### src/rtl/lcv_defs.svh
`ifndef LCV_DEFS_SVH
`define LCV_DEFS_SVH
// Operation
// - smoothing duration set in 10 ms steps
// - average count is duration over cycle time
// - smoothing duration clamped near 100 ms
// - default smoothing zero, raw values pass
// - real length is attenuation minus correction
// - length correction limited to 0..20 dm
// - direction off keeps wrong-way flag zero
// - first-then-second normal; reverse flags wrong-way
// - second-then-first normal; forward flags wrong-way
// - slow reverse vehicles give no wrong-way
// - unique bus address, parameter or switch
// - sensitivity automatic, measurement time preset
// - hold timer starts at each detection
// - hold expiry while occupied resets channel
// - full sensitivity 4 s after leaving
// - hold time infinite by default, finite optional
// - count hold-expiry realignments as diagnostic
// - realign only on measurement-relevant change

// register byte offsets
`define LCV_OFF_CTRL    8'h00
`define LCV_OFF_LENCORR 8'h04
`define LCV_OFF_MINSPD  8'h08
`define LCV_OFF_HOLD    8'h0C
`define LCV_OFF_ADDR    8'h10
`define LCV_OFF_STAT    8'h14
`define LCV_OFF_MASK    8'h18
`define LCV_OFF_RESULT  8'h1C
`define LCV_OFF_MEAN    8'h20
`define LCV_OFF_DIAG    8'h24
`define LCV_OFF_MTIME   8'h28

// field limits and reset values
`define LCV_SMOOTH_STEP_MS 8'h0A
`define LCV_SMOOTH_MAX     7'h0A
`define LCV_LENCORR_MAX    5'h14
`define LCV_LENCORR_RST    5'h00
`define LCV_MINSPD_RST     8'h14
`define LCV_HOLD_RST       6'h00
`define LCV_ADDR_RST       8'h01
`define LCV_MTIME_PRESET   8'h04

// status bits
`define LCV_ST_RESULT 0
`define LCV_ST_WRONG  1
`define LCV_ST_HOLD   2

// timing
`define LCV_CLK_NS     25
`define LCV_MS_NS      1000000
`define LCV_RECOV_MS   4000
`define LCV_MS_PER_S   1000
`endif

### src/rtl/lcv_pkg.sv
package lcv_pkg;
  // direction evaluation modes
  typedef enum logic [1:0] {
    LCV_DIR_OFF = 2'h0,
    LCV_DIR_FWD = 2'h1,
    LCV_DIR_REV = 2'h2
  } lcv_dir_t;

  // hold supervision states, one-hot
  typedef enum logic [3:0] {
    LCV_H_IDLE   = 4'h1,
    LCV_H_OCC    = 4'h2,
    LCV_H_IGNORE = 4'h4,
    LCV_H_RECOV  = 4'h8
  } lcv_hold_t;

  // one finished passage from the double loop
  typedef struct packed {
    logic       order_21;
    logic [7:0] speed_kmh;
    logic [7:0] atten_dm;
  } lcv_pass_t;

  // evaluated vehicle result
  typedef struct packed {
    logic       wrong_way;
    logic       rev_code;
    logic       order_21;
    logic [7:0] real_dm;
  } lcv_result_t;
endpackage

### src/rtl/lcv_chan_eval.sv
// Implementation choices: the address map and the APB slave port.
`timescale 1ns/1ps
`default_nettype none
`include "lcv_defs.svh"
module lcv_chan_eval #(
  parameter int P_MS_CYC = (`LCV_MS_NS + `LCV_CLK_NS - 1) / `LCV_CLK_NS
) (
  input  wire logic                i_sys_clk,    // 40 MHz
  input  wire logic                i_rst,        // sync, high
  input  wire logic                i_ce,         // freezes state when low
  // apb slave
  input  wire logic                psel,
  input  wire logic                penable,
  input  wire logic                pwrite,
  input  wire logic [7:0]          paddr,
  input  wire logic [31:0]         pwdata,
  output logic      [31:0]         prdata,
  output logic                     pready,
  output logic                     pslverr,
  // measurement stream
  input  wire logic                i_meas_valid,
  input  wire logic [15:0]         i_meas_value,
  input  wire logic [7:0]          i_cycle_ms,   // current cycle time
  output logic                     o_mean_valid,
  output logic      [15:0]         o_mean_value,
  // loop occupancy and passages
  input  wire logic                i_occupied,
  input  wire logic                i_pass_valid,
  input  wire lcv_pkg::lcv_pass_t  i_pass,
  output logic                     o_result_valid,
  output lcv_pkg::lcv_result_t     o_result,
  // address switch pins
  input  wire logic [2:0]          i_hw_addr,
  output logic      [7:0]          o_bus_addr,
  // channel supervision
  output logic                     o_realign,
  output logic                     o_recovering,
  output logic                     o_irq
);

  // cycles per millisecond, at least one
  localparam int MS_CYC = (P_MS_CYC < 1) ? 1 : P_MS_CYC;

  // restoring divider shared by averaging count and mean
  function automatic logic [23:0] div24(input logic [23:0] a, input logic [23:0] b);
    logic [24:0] r;
    logic [23:0] q;
    r = '0;
    q = '0;
    if (b != 24'h0) begin
      for (int i = 23; i >= 0; i--) begin
        r = {r[23:0], a[i]};
        if (r >= {1'b0, b}) begin
          r = r - {1'b0, b};
          q[i] = 1'b1;
        end
      end
    end
    return q;
  endfunction

  // configuration registers
  logic [6:0]  smooth_q, smooth_d;     // units of 10 ms
  lcv_pkg::lcv_dir_t dir_q, dir_d;     // direction mode
  logic [4:0]  lcorr_q, lcorr_d;       // length correction, dm
  logic [7:0]  minspd_q, minspd_d;     // reverse speed floor
  logic [5:0]  hold_q, hold_d;         // seconds, 0 infinite
  logic [7:0]  addr_q, addr_d;         // bus address parameter
  logic        usehw_q, usehw_d;       // take switch address
  logic [2:0]  stat_q, stat_d;         // sticky events
  logic [2:0]  mask_q, mask_d;         // interrupt enables
  logic [15:0] diag_q, diag_d;         // hold realign count
  logic        cfg_chg;                // relevant setting changed

  // synchronised switch pins
  logic [2:0]  hw_s1_q, hw_s2_q;

  // averaging state
  logic [23:0] acc_q, acc_d;           // running sum
  logic [6:0]  cnt_q, cnt_d;           // samples taken
  logic [23:0] navg;                   // values to average
  logic [23:0] dur_ms;                 // smoothing in ms
  logic [23:0] sum_now;                // sum with new sample
  logic        mv_d;
  logic [15:0] mean_d;

  // result path
  logic        rv_d;
  lcv_pkg::lcv_result_t res_d;
  logic        ww_raw;                 // direction says reverse

  // hold supervision
  lcv_pkg::lcv_hold_t hst_q, hst_d;
  logic [15:0] ms_pre_q, ms_pre_d;     // cycle prescaler
  logic [15:0] htmr_q, htmr_d;         // ms timer
  logic        tick;                   // one ms elapsed
  logic        occ_q;                  // occupancy last cycle
  logic        realign_d, hold_exp;

  // apb decode
  logic        apb_wr, apb_rd, hit;
  logic [31:0] rdata_d;

  assign apb_wr  = psel & penable & pwrite;
  assign apb_rd  = psel & ~penable & ~pwrite; // read setup phase
  assign pready  = 1'b1;               // zero wait state
  assign pslverr = psel & penable & ~hit;
  assign o_irq   = |(stat_q & mask_q);

  // address decode and read mux
  always_comb begin
    hit     = 1'b1;
    rdata_d = 32'h0;
    case (paddr)
      `LCV_OFF_CTRL:    rdata_d = {23'h0, dir_q, smooth_q};
      `LCV_OFF_LENCORR: rdata_d = {27'h0, lcorr_q};
      `LCV_OFF_MINSPD:  rdata_d = {24'h0, minspd_q};
      `LCV_OFF_HOLD:    rdata_d = {26'h0, hold_q};
      `LCV_OFF_ADDR:    rdata_d = {23'h0, usehw_q, addr_q};
      `LCV_OFF_STAT:    rdata_d = {29'h0, stat_q};
      `LCV_OFF_MASK:    rdata_d = {29'h0, mask_q};
      `LCV_OFF_RESULT:  rdata_d = {21'h0, o_result};
      `LCV_OFF_MEAN:    rdata_d = {16'h0, o_mean_value};
      `LCV_OFF_DIAG:    rdata_d = {16'h0, diag_q};
      `LCV_OFF_MTIME:   rdata_d = {24'h0, `LCV_MTIME_PRESET};
      default:          hit = 1'b0;
    endcase
  end

  // read data loads at the setup edge so it stands through the access phase
  always_ff @(posedge i_sys_clk) begin
    if (i_rst) begin
      prdata <= 32'h0;
    end else if (i_ce && apb_rd) begin
      prdata <= rdata_d;
    end
  end

  // configuration and status next values
  always_comb begin
    smooth_d = smooth_q;
    dir_d    = dir_q;
    lcorr_d  = lcorr_q;
    minspd_d = minspd_q;
    hold_d   = hold_q;
    addr_d   = addr_q;
    usehw_d  = usehw_q;
    mask_d   = mask_q;
    stat_d   = stat_q;
    diag_d   = diag_q;
    cfg_chg  = 1'b0;
    if (apb_wr) begin
      case (paddr)
        `LCV_OFF_CTRL: begin
          // duration in 10 ms steps, clamped
          if (pwdata[6:0] > `LCV_SMOOTH_MAX) begin
            smooth_d = `LCV_SMOOTH_MAX;
          end else begin
            smooth_d = pwdata[6:0];
          end
          dir_d = lcv_pkg::lcv_dir_t'(pwdata[8:7]);
          cfg_chg = (smooth_d != smooth_q) || (dir_d != dir_q);
        end
        `LCV_OFF_LENCORR: begin
          // correction clamped, never causes realign
          if (pwdata[7:0] > {3'h0, `LCV_LENCORR_MAX}) begin
            lcorr_d = `LCV_LENCORR_MAX;
          end else begin
            lcorr_d = pwdata[4:0];
          end
        end
        `LCV_OFF_MINSPD: minspd_d = pwdata[7:0];
        `LCV_OFF_HOLD: begin
          hold_d  = pwdata[5:0];
          cfg_chg = (hold_d != hold_q);
        end
        `LCV_OFF_ADDR: begin
          addr_d  = pwdata[7:0];
          usehw_d = pwdata[8];
        end
        `LCV_OFF_MASK: mask_d = pwdata[2:0];
        `LCV_OFF_STAT: stat_d = stat_q & ~pwdata[2:0];
        default: begin
          // read-only or unmapped: nothing stored
        end
      endcase
    end
    // events set after the clear so a set wins
    if (rv_d) begin
      stat_d[`LCV_ST_RESULT] = 1'b1;
    end
    if (rv_d && res_d.wrong_way) begin
      stat_d[`LCV_ST_WRONG] = 1'b1;
    end
    if (hold_exp) begin
      stat_d[`LCV_ST_HOLD] = 1'b1;
      if (diag_q != 16'hFFFF) begin
        diag_d = diag_q + 16'h1;
      end
    end
  end

  // configuration and status registers
  always_ff @(posedge i_sys_clk) begin
    if (i_rst) begin
      smooth_q <= 7'h0;
      dir_q    <= lcv_pkg::LCV_DIR_OFF;
      lcorr_q  <= `LCV_LENCORR_RST;
      minspd_q <= `LCV_MINSPD_RST;
      hold_q   <= `LCV_HOLD_RST;
      addr_q   <= `LCV_ADDR_RST;
      usehw_q  <= 1'b1;
      mask_q   <= 3'h0;
      stat_q   <= 3'h0;
      diag_q   <= 16'h0;
    end else if (i_ce) begin
      smooth_q <= smooth_d;
      dir_q    <= dir_d;
      lcorr_q  <= lcorr_d;
      minspd_q <= minspd_d;
      hold_q   <= hold_d;
      addr_q   <= addr_d;
      usehw_q  <= usehw_d;
      mask_q   <= mask_d;
      stat_q   <= stat_d;
      diag_q   <= diag_d;
    end
  end

  // switch pins cross in through two flops
  always_ff @(posedge i_sys_clk) begin
    if (i_rst) begin
      hw_s1_q <= 3'h0;
      hw_s2_q <= 3'h0;
    end else if (i_ce) begin
      hw_s1_q <= i_hw_addr;
      hw_s2_q <= hw_s1_q;
    end
  end

  // bus address: switch when enabled and nonzero
  always_ff @(posedge i_sys_clk) begin
    if (i_rst) begin
      o_bus_addr <= `LCV_ADDR_RST;
    end else if (i_ce) begin
      o_bus_addr <= (usehw_q && hw_s2_q != 3'h0) ? {5'h0, hw_s2_q} : addr_q;
    end
  end

  // averaging count and next mean
  always_comb begin
    dur_ms  = 24'(smooth_q) * 24'(`LCV_SMOOTH_STEP_MS);
    navg    = div24(dur_ms, {16'h0, i_cycle_ms});
    sum_now = acc_q + {8'h0, i_meas_value};
    acc_d   = acc_q;
    cnt_d   = cnt_q;
    mv_d    = 1'b0;
    mean_d  = o_mean_value;
    if (i_meas_valid) begin
      if (navg <= 24'h1) begin
        // no averaging: raw sample forwarded
        mv_d   = 1'b1;
        mean_d = i_meas_value;
        acc_d  = 24'h0;
        cnt_d  = 7'h0;
      end else if ({17'h0, cnt_q} + 24'h1 >= navg) begin
        // block complete: emit mean, restart
        mv_d   = 1'b1;
        mean_d = 16'(div24(sum_now, navg));
        acc_d  = 24'h0;
        cnt_d  = 7'h0;
      end else begin
        acc_d = sum_now;
        cnt_d = cnt_q + 7'h1;
      end
    end
    if (realign_d) begin
      // realignment discards a partial block
      acc_d = 24'h0;
      cnt_d = 7'h0;
    end
  end

  // averaging registers
  always_ff @(posedge i_sys_clk) begin
    if (i_rst) begin
      acc_q        <= 24'h0;
      cnt_q        <= 7'h0;
      o_mean_valid <= 1'b0;
      o_mean_value <= 16'h0;
    end else if (i_ce) begin
      acc_q        <= acc_d;
      cnt_q        <= cnt_d;
      o_mean_valid <= mv_d;
      o_mean_value <= mean_d;
    end
  end

  // passage evaluation: length and direction
  always_comb begin
    case (dir_q)
      lcv_pkg::LCV_DIR_FWD: ww_raw = i_pass.order_21;
      lcv_pkg::LCV_DIR_REV: ww_raw = ~i_pass.order_21;
      default:              ww_raw = 1'b0;
    endcase
    res_d.order_21  = i_pass.order_21;
    res_d.rev_code  = ww_raw;
    res_d.wrong_way = ww_raw && (i_pass.speed_kmh >= minspd_q);
    if (i_pass.atten_dm > {3'h0, lcorr_q}) begin
      res_d.real_dm = i_pass.atten_dm - {3'h0, lcorr_q};
    end else begin
      res_d.real_dm = 8'h0;
    end
    // ignored vehicles give no result
    rv_d = i_pass_valid && (hst_q == lcv_pkg::LCV_H_IDLE || hst_q == lcv_pkg::LCV_H_OCC);
  end

  // result registers
  always_ff @(posedge i_sys_clk) begin
    if (i_rst) begin
      o_result_valid <= 1'b0;
      o_result       <= '0;
    end else if (i_ce) begin
      o_result_valid <= rv_d;
      if (rv_d) begin
        o_result <= res_d;
      end
    end
  end

  // hold supervision next state
  always_comb begin
    hst_d     = hst_q;
    htmr_d    = htmr_q;
    hold_exp  = 1'b0;
    realign_d = cfg_chg;
    tick      = (ms_pre_q == 16'(MS_CYC - 1));
    ms_pre_d  = tick ? 16'h0 : ms_pre_q + 16'h1;
    case (hst_q)
      lcv_pkg::LCV_H_IDLE: begin
        if (i_occupied && !occ_q) begin
          hst_d  = lcv_pkg::LCV_H_OCC;
          htmr_d = 16'h0;
          ms_pre_d = 16'h0;
        end
      end
      lcv_pkg::LCV_H_OCC: begin
        if (!i_occupied) begin
          hst_d = lcv_pkg::LCV_H_IDLE;
        end else if (hold_q != 6'h0 && tick) begin
          if (htmr_q + 16'h1 >= 16'(hold_q) * 16'(`LCV_MS_PER_S)) begin
            hst_d     = lcv_pkg::LCV_H_IGNORE;
            hold_exp  = 1'b1;
            realign_d = 1'b1;
          end else begin
            htmr_d = htmr_q + 16'h1;
          end
        end
      end
      lcv_pkg::LCV_H_IGNORE: begin
        // ignored vehicle still present
        if (!i_occupied) begin
          hst_d    = lcv_pkg::LCV_H_RECOV;
          htmr_d   = 16'h0;
          ms_pre_d = 16'h0;
        end
      end
      lcv_pkg::LCV_H_RECOV: begin
        if (i_occupied) begin
          hst_d = lcv_pkg::LCV_H_IGNORE;
        end else if (tick) begin
          if (htmr_q + 16'h1 >= 16'(`LCV_RECOV_MS)) begin
            hst_d = lcv_pkg::LCV_H_IDLE;
          end else begin
            htmr_d = htmr_q + 16'h1;
          end
        end
      end
      default: hst_d = lcv_pkg::LCV_H_IDLE;
    endcase
  end

  // hold supervision registers
  always_ff @(posedge i_sys_clk) begin
    if (i_rst) begin
      hst_q        <= lcv_pkg::LCV_H_IDLE;
      htmr_q       <= 16'h0;
      ms_pre_q     <= 16'h0;
      occ_q        <= 1'b0;
      o_realign    <= 1'b0;
      o_recovering <= 1'b0;
    end else if (i_ce) begin
      hst_q        <= hst_d;
      htmr_q       <= htmr_d;
      ms_pre_q     <= ms_pre_d;
      occ_q        <= i_occupied;
      o_realign    <= realign_d;
      o_recovering <= (hst_d == lcv_pkg::LCV_H_IGNORE) || (hst_d == lcv_pkg::LCV_H_RECOV);
    end
  end

endmodule
`default_nettype wire

### config.mk
export PLATFORM = sky130hd
export DESIGN_NAME = lcv_chan_eval
export DESIGN_NICKNAME = d
export VERILOG_FILES = /design/src/rtl/lcv_pkg.sv /design/src/rtl/lcv_chan_eval.sv
export VERILOG_INCLUDE_DIRS = /design/src /design/src/rtl
export SDC_FILE = /design/constraint.sdc
export NUM_CORES = 1
export LEC_CHECK = 0
export BUFFER_PORTS_ARGS = -buffer_cell sky130_fd_sc_hd__buf_4
export CAP_MARGIN = 20
export CORE_UTILIZATION = 44
export CTS_CLUSTER_SIZE = 28
export DETAILED_ROUTE_END_ITERATION = 10
export GPL_TIMING_DRIVEN = 0
export HOLD_SLACK_MARGIN = 0.05
export PLACE_DENSITY_LB_ADDON = 0.08
export SYNTH_ARGS = -nofsm -noshare
export SYNTH_HDL_FRONTEND = slang
export SYNTH_SLANG_ARGS = --single-unit
export TNS_END_PERCENT = 50
### constraint.sdc
create_clock -name i_sys_clk -period 231.8 [get_ports i_sys_clk]
set_input_delay 11.59 -clock i_sys_clk [delete_from_list [all_inputs] [get_ports i_sys_clk]]
set_output_delay 11.59 -clock i_sys_clk [all_outputs]
set_load 0.03 [all_outputs]
After elaboration in Yosys (flattened, before gate mapping)
Cells that the tools add are included.
{"block": "totals", "reg_bits": 204, "wordCells": 488}
{"block": "classes", "n_addsub": 53, "order_cmp": 56, "bitwise": 12, "reduce_logical": 41, "n_mux": 262, "n_eq_ne": 31, "n_mul": 2}
{"operator": "$mux W24", "n": 166}
{"operator": "$ge A25 B24 Y1", "n": 23}
{"operator": "$ge A25 B8 Y1", "n": 23}
{"operator": "$sub A24 B24 Y24", "n": 22}
{"operator": "$sub A24 B8 Y24", "n": 22}
{"operator": "$mux W16", "n": 14}
{"operator": "$pmux W16 S11", "n": 1}
{"operator": "$pmux W16 S4", "n": 1}
{"operator": "$mux W1", "n": 56}
{"operator": "$mux W7", "n": 7}
{"operator": "$add A16 B1 Y16 const B", "n": 3}
{"operator": "$reduce_and A3 Y1", "n": 11}
{"operator": "$eq A8 B5 Y1 const B", "n": 4}
{"operator": "$mux W4", "n": 8}
{"operator": "$pmux W16 S2", "n": 1}
{"operator": "$add A24 B16 Y24", "n": 1}
{"operator": "$eq A8 B6 Y1 const B", "n": 3}
{"operator": "$ge A1 B24 Y1", "n": 1}
{"operator": "$ge A8 B24 Y1", "n": 1}
{"operator": "$le A24 B1 Y1 const B", "n": 1}
{"operator": "$reduce_bool A24 Y1", "n": 1}
{"operator": "$sub A1 B24 Y24", "n": 1}
{"operator": "$eq A16 B16 Y1 const B", "n": 1}
{"operator": "$eq A8 B4 Y1 const B", "n": 2}
{"operator": "48 further kinds", "n": 83}

Logic depth before layout (Yosys ltp)
{"block": "logic_depth", "depth_word": 215, "mapped_depth": 1077, "ltp_nobuf": 999}

Worst setup path before layout
Ideal clock, no wire load.
{"block": "synth_timing", "kind": "input to register", "start": "in i_cycle_ms[0]", "end": "reg o_mean_value[0]", "required_ps": 231680, "path_stages": 1058, "arrival_ps": 204420, "n_path_buf": 75, "setup_time_ps": 119, "slack_ps": 27261, "cell_sequence": "buf_2 > inv_2 > clkbuf_1 > buf_1 > ha_1 > nor3b_1 > nand2_4 > buf_2 > nor2_1 > ha_1 > a21oi_1 > nand2_1 > o211a_1 > nor3_1 > ha_1 > o2111ai_2 > nand2_1 > buf_2 > [1022 not listed] > nor2_1 > a21oi_1 > ha_1 > nor2b_1 > o21a_1 > o21ai_0 > nand2b_1 > a21oi_1 > o21ai_0 > a221o_1 > a21o_1 > a21oi_1 > o21ai_0 > a21oi_1 > nor2b_1 > o21ai_0 > a41o_1 > a21oi_1"}
{"block": "synth_between", "elab_chain_len": 215, "word_cells_on_any_way": 290, "classes_between": "46 x add/sub; 50 x order compare; 190 x mux; 4 x reduce/logical"}
{"item": "start: declaration", "line": "lcv_chan_eval.sv:23", "source": "input wire logic [7:0] i_cycle_ms,"}
{"item": "$sub A1 B8 Y9 / $ge A1 B8 Y1 (equally long branches)", "line": "lcv_chan_eval.sv:54, lcv_chan_eval.sv:53"}
{"item": "$mux W24", "line": "lcv_chan_eval.sv:53", "source": "if (r >= {1'b0, b}) begin"}
{"item": "$mux W24", "line": "lcv_chan_eval.sv:50", "source": "if (b != 24'h0) begin"}
{"item": "$sub A24 B8 Y24 / $ge A25 B8 Y1 (equally long branches)", "line": "lcv_chan_eval.sv:54, lcv_chan_eval.sv:53"}
{"item": "$mux W24", "line": "lcv_chan_eval.sv:53"}
{"item": "$mux W24", "line": "lcv_chan_eval.sv:50"}
{"item": "$sub A24 B8 Y24 / $ge A25 B8 Y1 (equally long branches)", "line": "lcv_chan_eval.sv:54, lcv_chan_eval.sv:53"}
{"item": "$mux W24", "line": "lcv_chan_eval.sv:53"}
{"item": "[199 not listed]"}
{"item": "$mux W24", "line": "lcv_chan_eval.sv:266", "source": "end else if ({17'h0, cnt_q} + 24'h1 >= navg) begin"}
{"item": "$mux W24", "line": "lcv_chan_eval.sv:260", "source": "if (navg <= 24'h1) begin"}
{"item": "$mux W24", "line": "lcv_chan_eval.sv:259", "source": "if (i_meas_valid) begin"}
{"item": "$ge A25 B24 Y1", "line": "lcv_chan_eval.sv:53"}
{"item": "$mux W1", "line": "lcv_chan_eval.sv:53"}
{"item": "$mux W16", "line": "lcv_chan_eval.sv:50"}
{"item": "$mux W16", "line": "lcv_chan_eval.sv:266"}
{"item": "$mux W16", "line": "lcv_chan_eval.sv:260"}
{"item": "end signal: assignment", "line": "lcv_chan_eval.sv:295", "source": "o_mean_value <= mean_d;"}
{"item": "end: declaration", "line": "lcv_chan_eval.sv:25", "source": "output logic [15:0] o_mean_value,"}
Every way passes the cells marked *; elsewhere a longest branch is shown, timed or not. The select of a mux whose other input is x is not followed.
A chain may end at the register's enable or synchronous reset.

==> results.py <==
metrics = {
    "placed_design": {
        "hpwl_um": 177000,
        "portBuffers": 121,
        "place_inst": 10335,
        "place.gp.congestion": 0.938,
        "placed_area_um2": 66800,
    },
    "cts": {
        "cts_tree": "yes",
        "cts_sinks": 188,
        "htreeDepth": 4,
        "clk_pin_slew_ns": 0.09,
        "clockBufferDepth": 2,
        "numCtsBuffers": 17,
        "clk_latency_ns": 0.47,
        "clockRootBuffer": "clkbuf_16",
    },
    "global_routing": {
        "grt_max_degree": 29,
        "use_met2": 0.479,
        "grt.busiest_layer": "met2",
        "track_usage": 0.285,
        "grt_antenna_before_repair": 1,
        "grt_first_pass_wirelength_um": 338000,
        "grt_pass1_vias": 60138,
        "grtUsageMet3": 0.0171,
        "gr-total-overflow": 0,
        "use_met1": 0.398,
    },
    "layout": {
        "num_antenna_cells": 0,
        "nets": 9478,
        "final_cells": 10422,
        "n_fill_cell": 14319,
        "syn_to_final_growth_pct": 9.21,
        "drive_above_1_share": 0.121,
        "postLayoutCellArea_um2": 68600,
    },
    "critical_path": {
        "crit_top_cell": "a21o_1",
        "critPathCaptureType": "flip-flop",
        "crit_start": "i_cycle_ms[0]",
        "timing.rr.start": "smooth_q[3]",
        "cpPeakStageDelay_ns": 0.64,
        "path_max_fanout": 19,
        "crit_path_start_kind": "input pin",
        "cp_slowest_cell": "or4_4",
        "crit_arrival_ns": 220.34,
        "crit_type": "input pin to flip-flop",
        "required_ns": 232.13,
    },
    "min_path": {
        "min-delay-path-class": "flip-flop to flip-flop",
        "min_from": "acc_q[12]",
    },
    "floorplanning": {
        "coreArea_um2": 142000,
        "dieHeight_um": 380,
        "ios": 167,
        "fp.dieArea_um2": 144000,
        "fp.dieW_um": 380,
        "rows": 138,
        "initial_core_util": 0.444,
    },
    "synthesis": {
        "synth_edf_count": 0,
        "yosysTopAreaCell": "ha_1",
        "ys.flop_type": "dfxtp_1",
        "syn_inst": 8278,
        "synth_top_area_share": 0.163,
        "ys_seq_area_frac": 0.0599,
        "yosys.cell_count.top_type": "a21o_1",
        "synth_cell_types": 156,
        "syn_avg_cell_area_um2": 7.59,
        "async_reset_ff_frac": 0,
        "ys_ff_latch": 188,
        "netlist_area_um2": 62800,
        "netlist_top_cells_area": "ha_1, a21o_1, dfxtp_1, xor2_1, xnor2_1",
        "synth_commonest_cells": "a21o_1, ha_1, nor2_1, a21oi_1, nand2_1",
        "yosysWarnings": 0,
    },
    "detailed_routing": {
        "finalWirelength_um": 216000,
        "via_count": 63989,
        "firstDrtPassIters": 6,
        "postRouteAntennaNets": 0,
        "vias_per_cell": 6.14,
        "drt_iter0_drc": 4390,
        "wl_per_cell_um": 20.7,
        "drc": 0,
    },
    "run": {
        "drv_cap": 0,
    },
    "timing": {
        "relSlewSlack": 0.193,
        "skew_ns": 0.0273,
        "fin_crit_ns": 220.02,
        "slew_violations": 0,
        "hold_viol": 0,
        "worst_slew_pin_slew_ns": 1.20,
        "fmax_mhz": 4.55,
        "timing.final.crit_share": 0.949,
        "setup_viol": 0,
    },
    "status": {
        "status": "finished clean",
    },
}
## area by class of cell
class,instances,area (um2),area share
clock buffer,17,425,0.00620
sequential,188,3760,0.0549
clock inverter,15,184,0.00268
buffer,275,1450,0.0212
tap,1890,2360,0.0345
timing repair buffer,210,1980,0.0289
multi-input combinational,7559,57400,0.837
inverter,268,1010,0.0147
## worst paths after layout
check                    end  slack, ns  depth (start not counted)
max          o_mean_value[0]      11.78                        910
min                acc_q[12]       0.47                          2
max reg2reg  o_mean_value[0]      55.50                        899
min reg2reg        acc_q[12]       0.47                          2
## cell families after synthesis
group	synth area share
AND/OR/NAND/NOR	0.221
other	0.000120
adder cells (fa/ha/maj)	0.178
XOR/XNOR	0.119
flip-flops	0.0599
buffers and inverters	0.0379
AO/OA/AOI/OAI	0.310
multiplexers	0.0745
## routing by layer
layer  vias up  share of wire
met5         -       0.000065
met4         2          0.020
met3       238          0.038
met2      1402           0.46
met1     30625           0.48
li1      31722              -
## metrics by stage
| stage | hold WS (ns) | TNS [ns] | worst slack, ns | util |
|---|---|---|---|---|
| 2_1_floorplan | 0.440 | 0 | 27.26 | - |
| 3_3_place_gp | 0.445 | -13.84 | -8.27 | 0.467 |
| 3_5_place_dp | 0.455 | -11.67 | -7.19 | 0.472 |
| 4_1_cts | 0.465 | 0 | 0.0672 | 0.477 |
| 5_1_grt | 0.485 | -0.256 | -0.256 | 0.485 |
| 6_report | 0.466 | 0 | 11.78 | 0.485 |
## layout by cell type, fill, tap and decap left out, drive strengths merged, types with 29 or more instances in the layout
cell type / n
a211oi: 65
a21o: 866
a21oi: 597
a221o: 46
a221oi: 58
a22oi: 29
a31oi: 68
and2: 98
and3: 73
and4: 33
buf: 345
clkbuf: 156
dfxtp: 188
fa: 48
ha: 818
inv: 276
mux2: 314
mux2i: 111
nand2: 526
nand2b: 174
nand3: 198
nand3b: 35
nand4: 245
nor2: 634
nor2b: 131
nor3: 164
nor4: 93
o211ai: 54
o21a: 88
o21ai: 428
o21bai: 73
o31ai: 48
or2: 53
or3: 60
or4: 29
xnor2: 419
xor2: 425
## sequential cells by signal, indices dropped and copies added (netlist names), 5 cells and up
name and flops:
htmr_q 16, ms_pre_q 16, hold_q 6, o_bus_addr 8
o_mean_value 16, addr_q 8, o_result 11, diag_q 16
prdata 16, minspd_q 8, smooth_q 7, acc_q 24
cnt_q 7, lcorr_q 5
## timing repair
action	CTS	global route
hold buffers	0	0
gates cloned	0	0
resized for setup	38	190
endpoints found under the setup margin	2	3
endpoints found under the hold margin	0	0
setup buffers	1	53
pin swaps	2	25
## worst max-delay path, delay by kind of cell
family	cells	cell delay, ns
AO/OA/AOI/OAI	580	113.88
multiplexers	22	7.12
adder cells (fa/ha/maj)	45	12.66
AND/OR/NAND/NOR	168	27.70
buffers and inverters	95	17.81
Power is not shown: default switching activity piles up to over one toggle a cycle in this logic, so the estimate is an artifact.
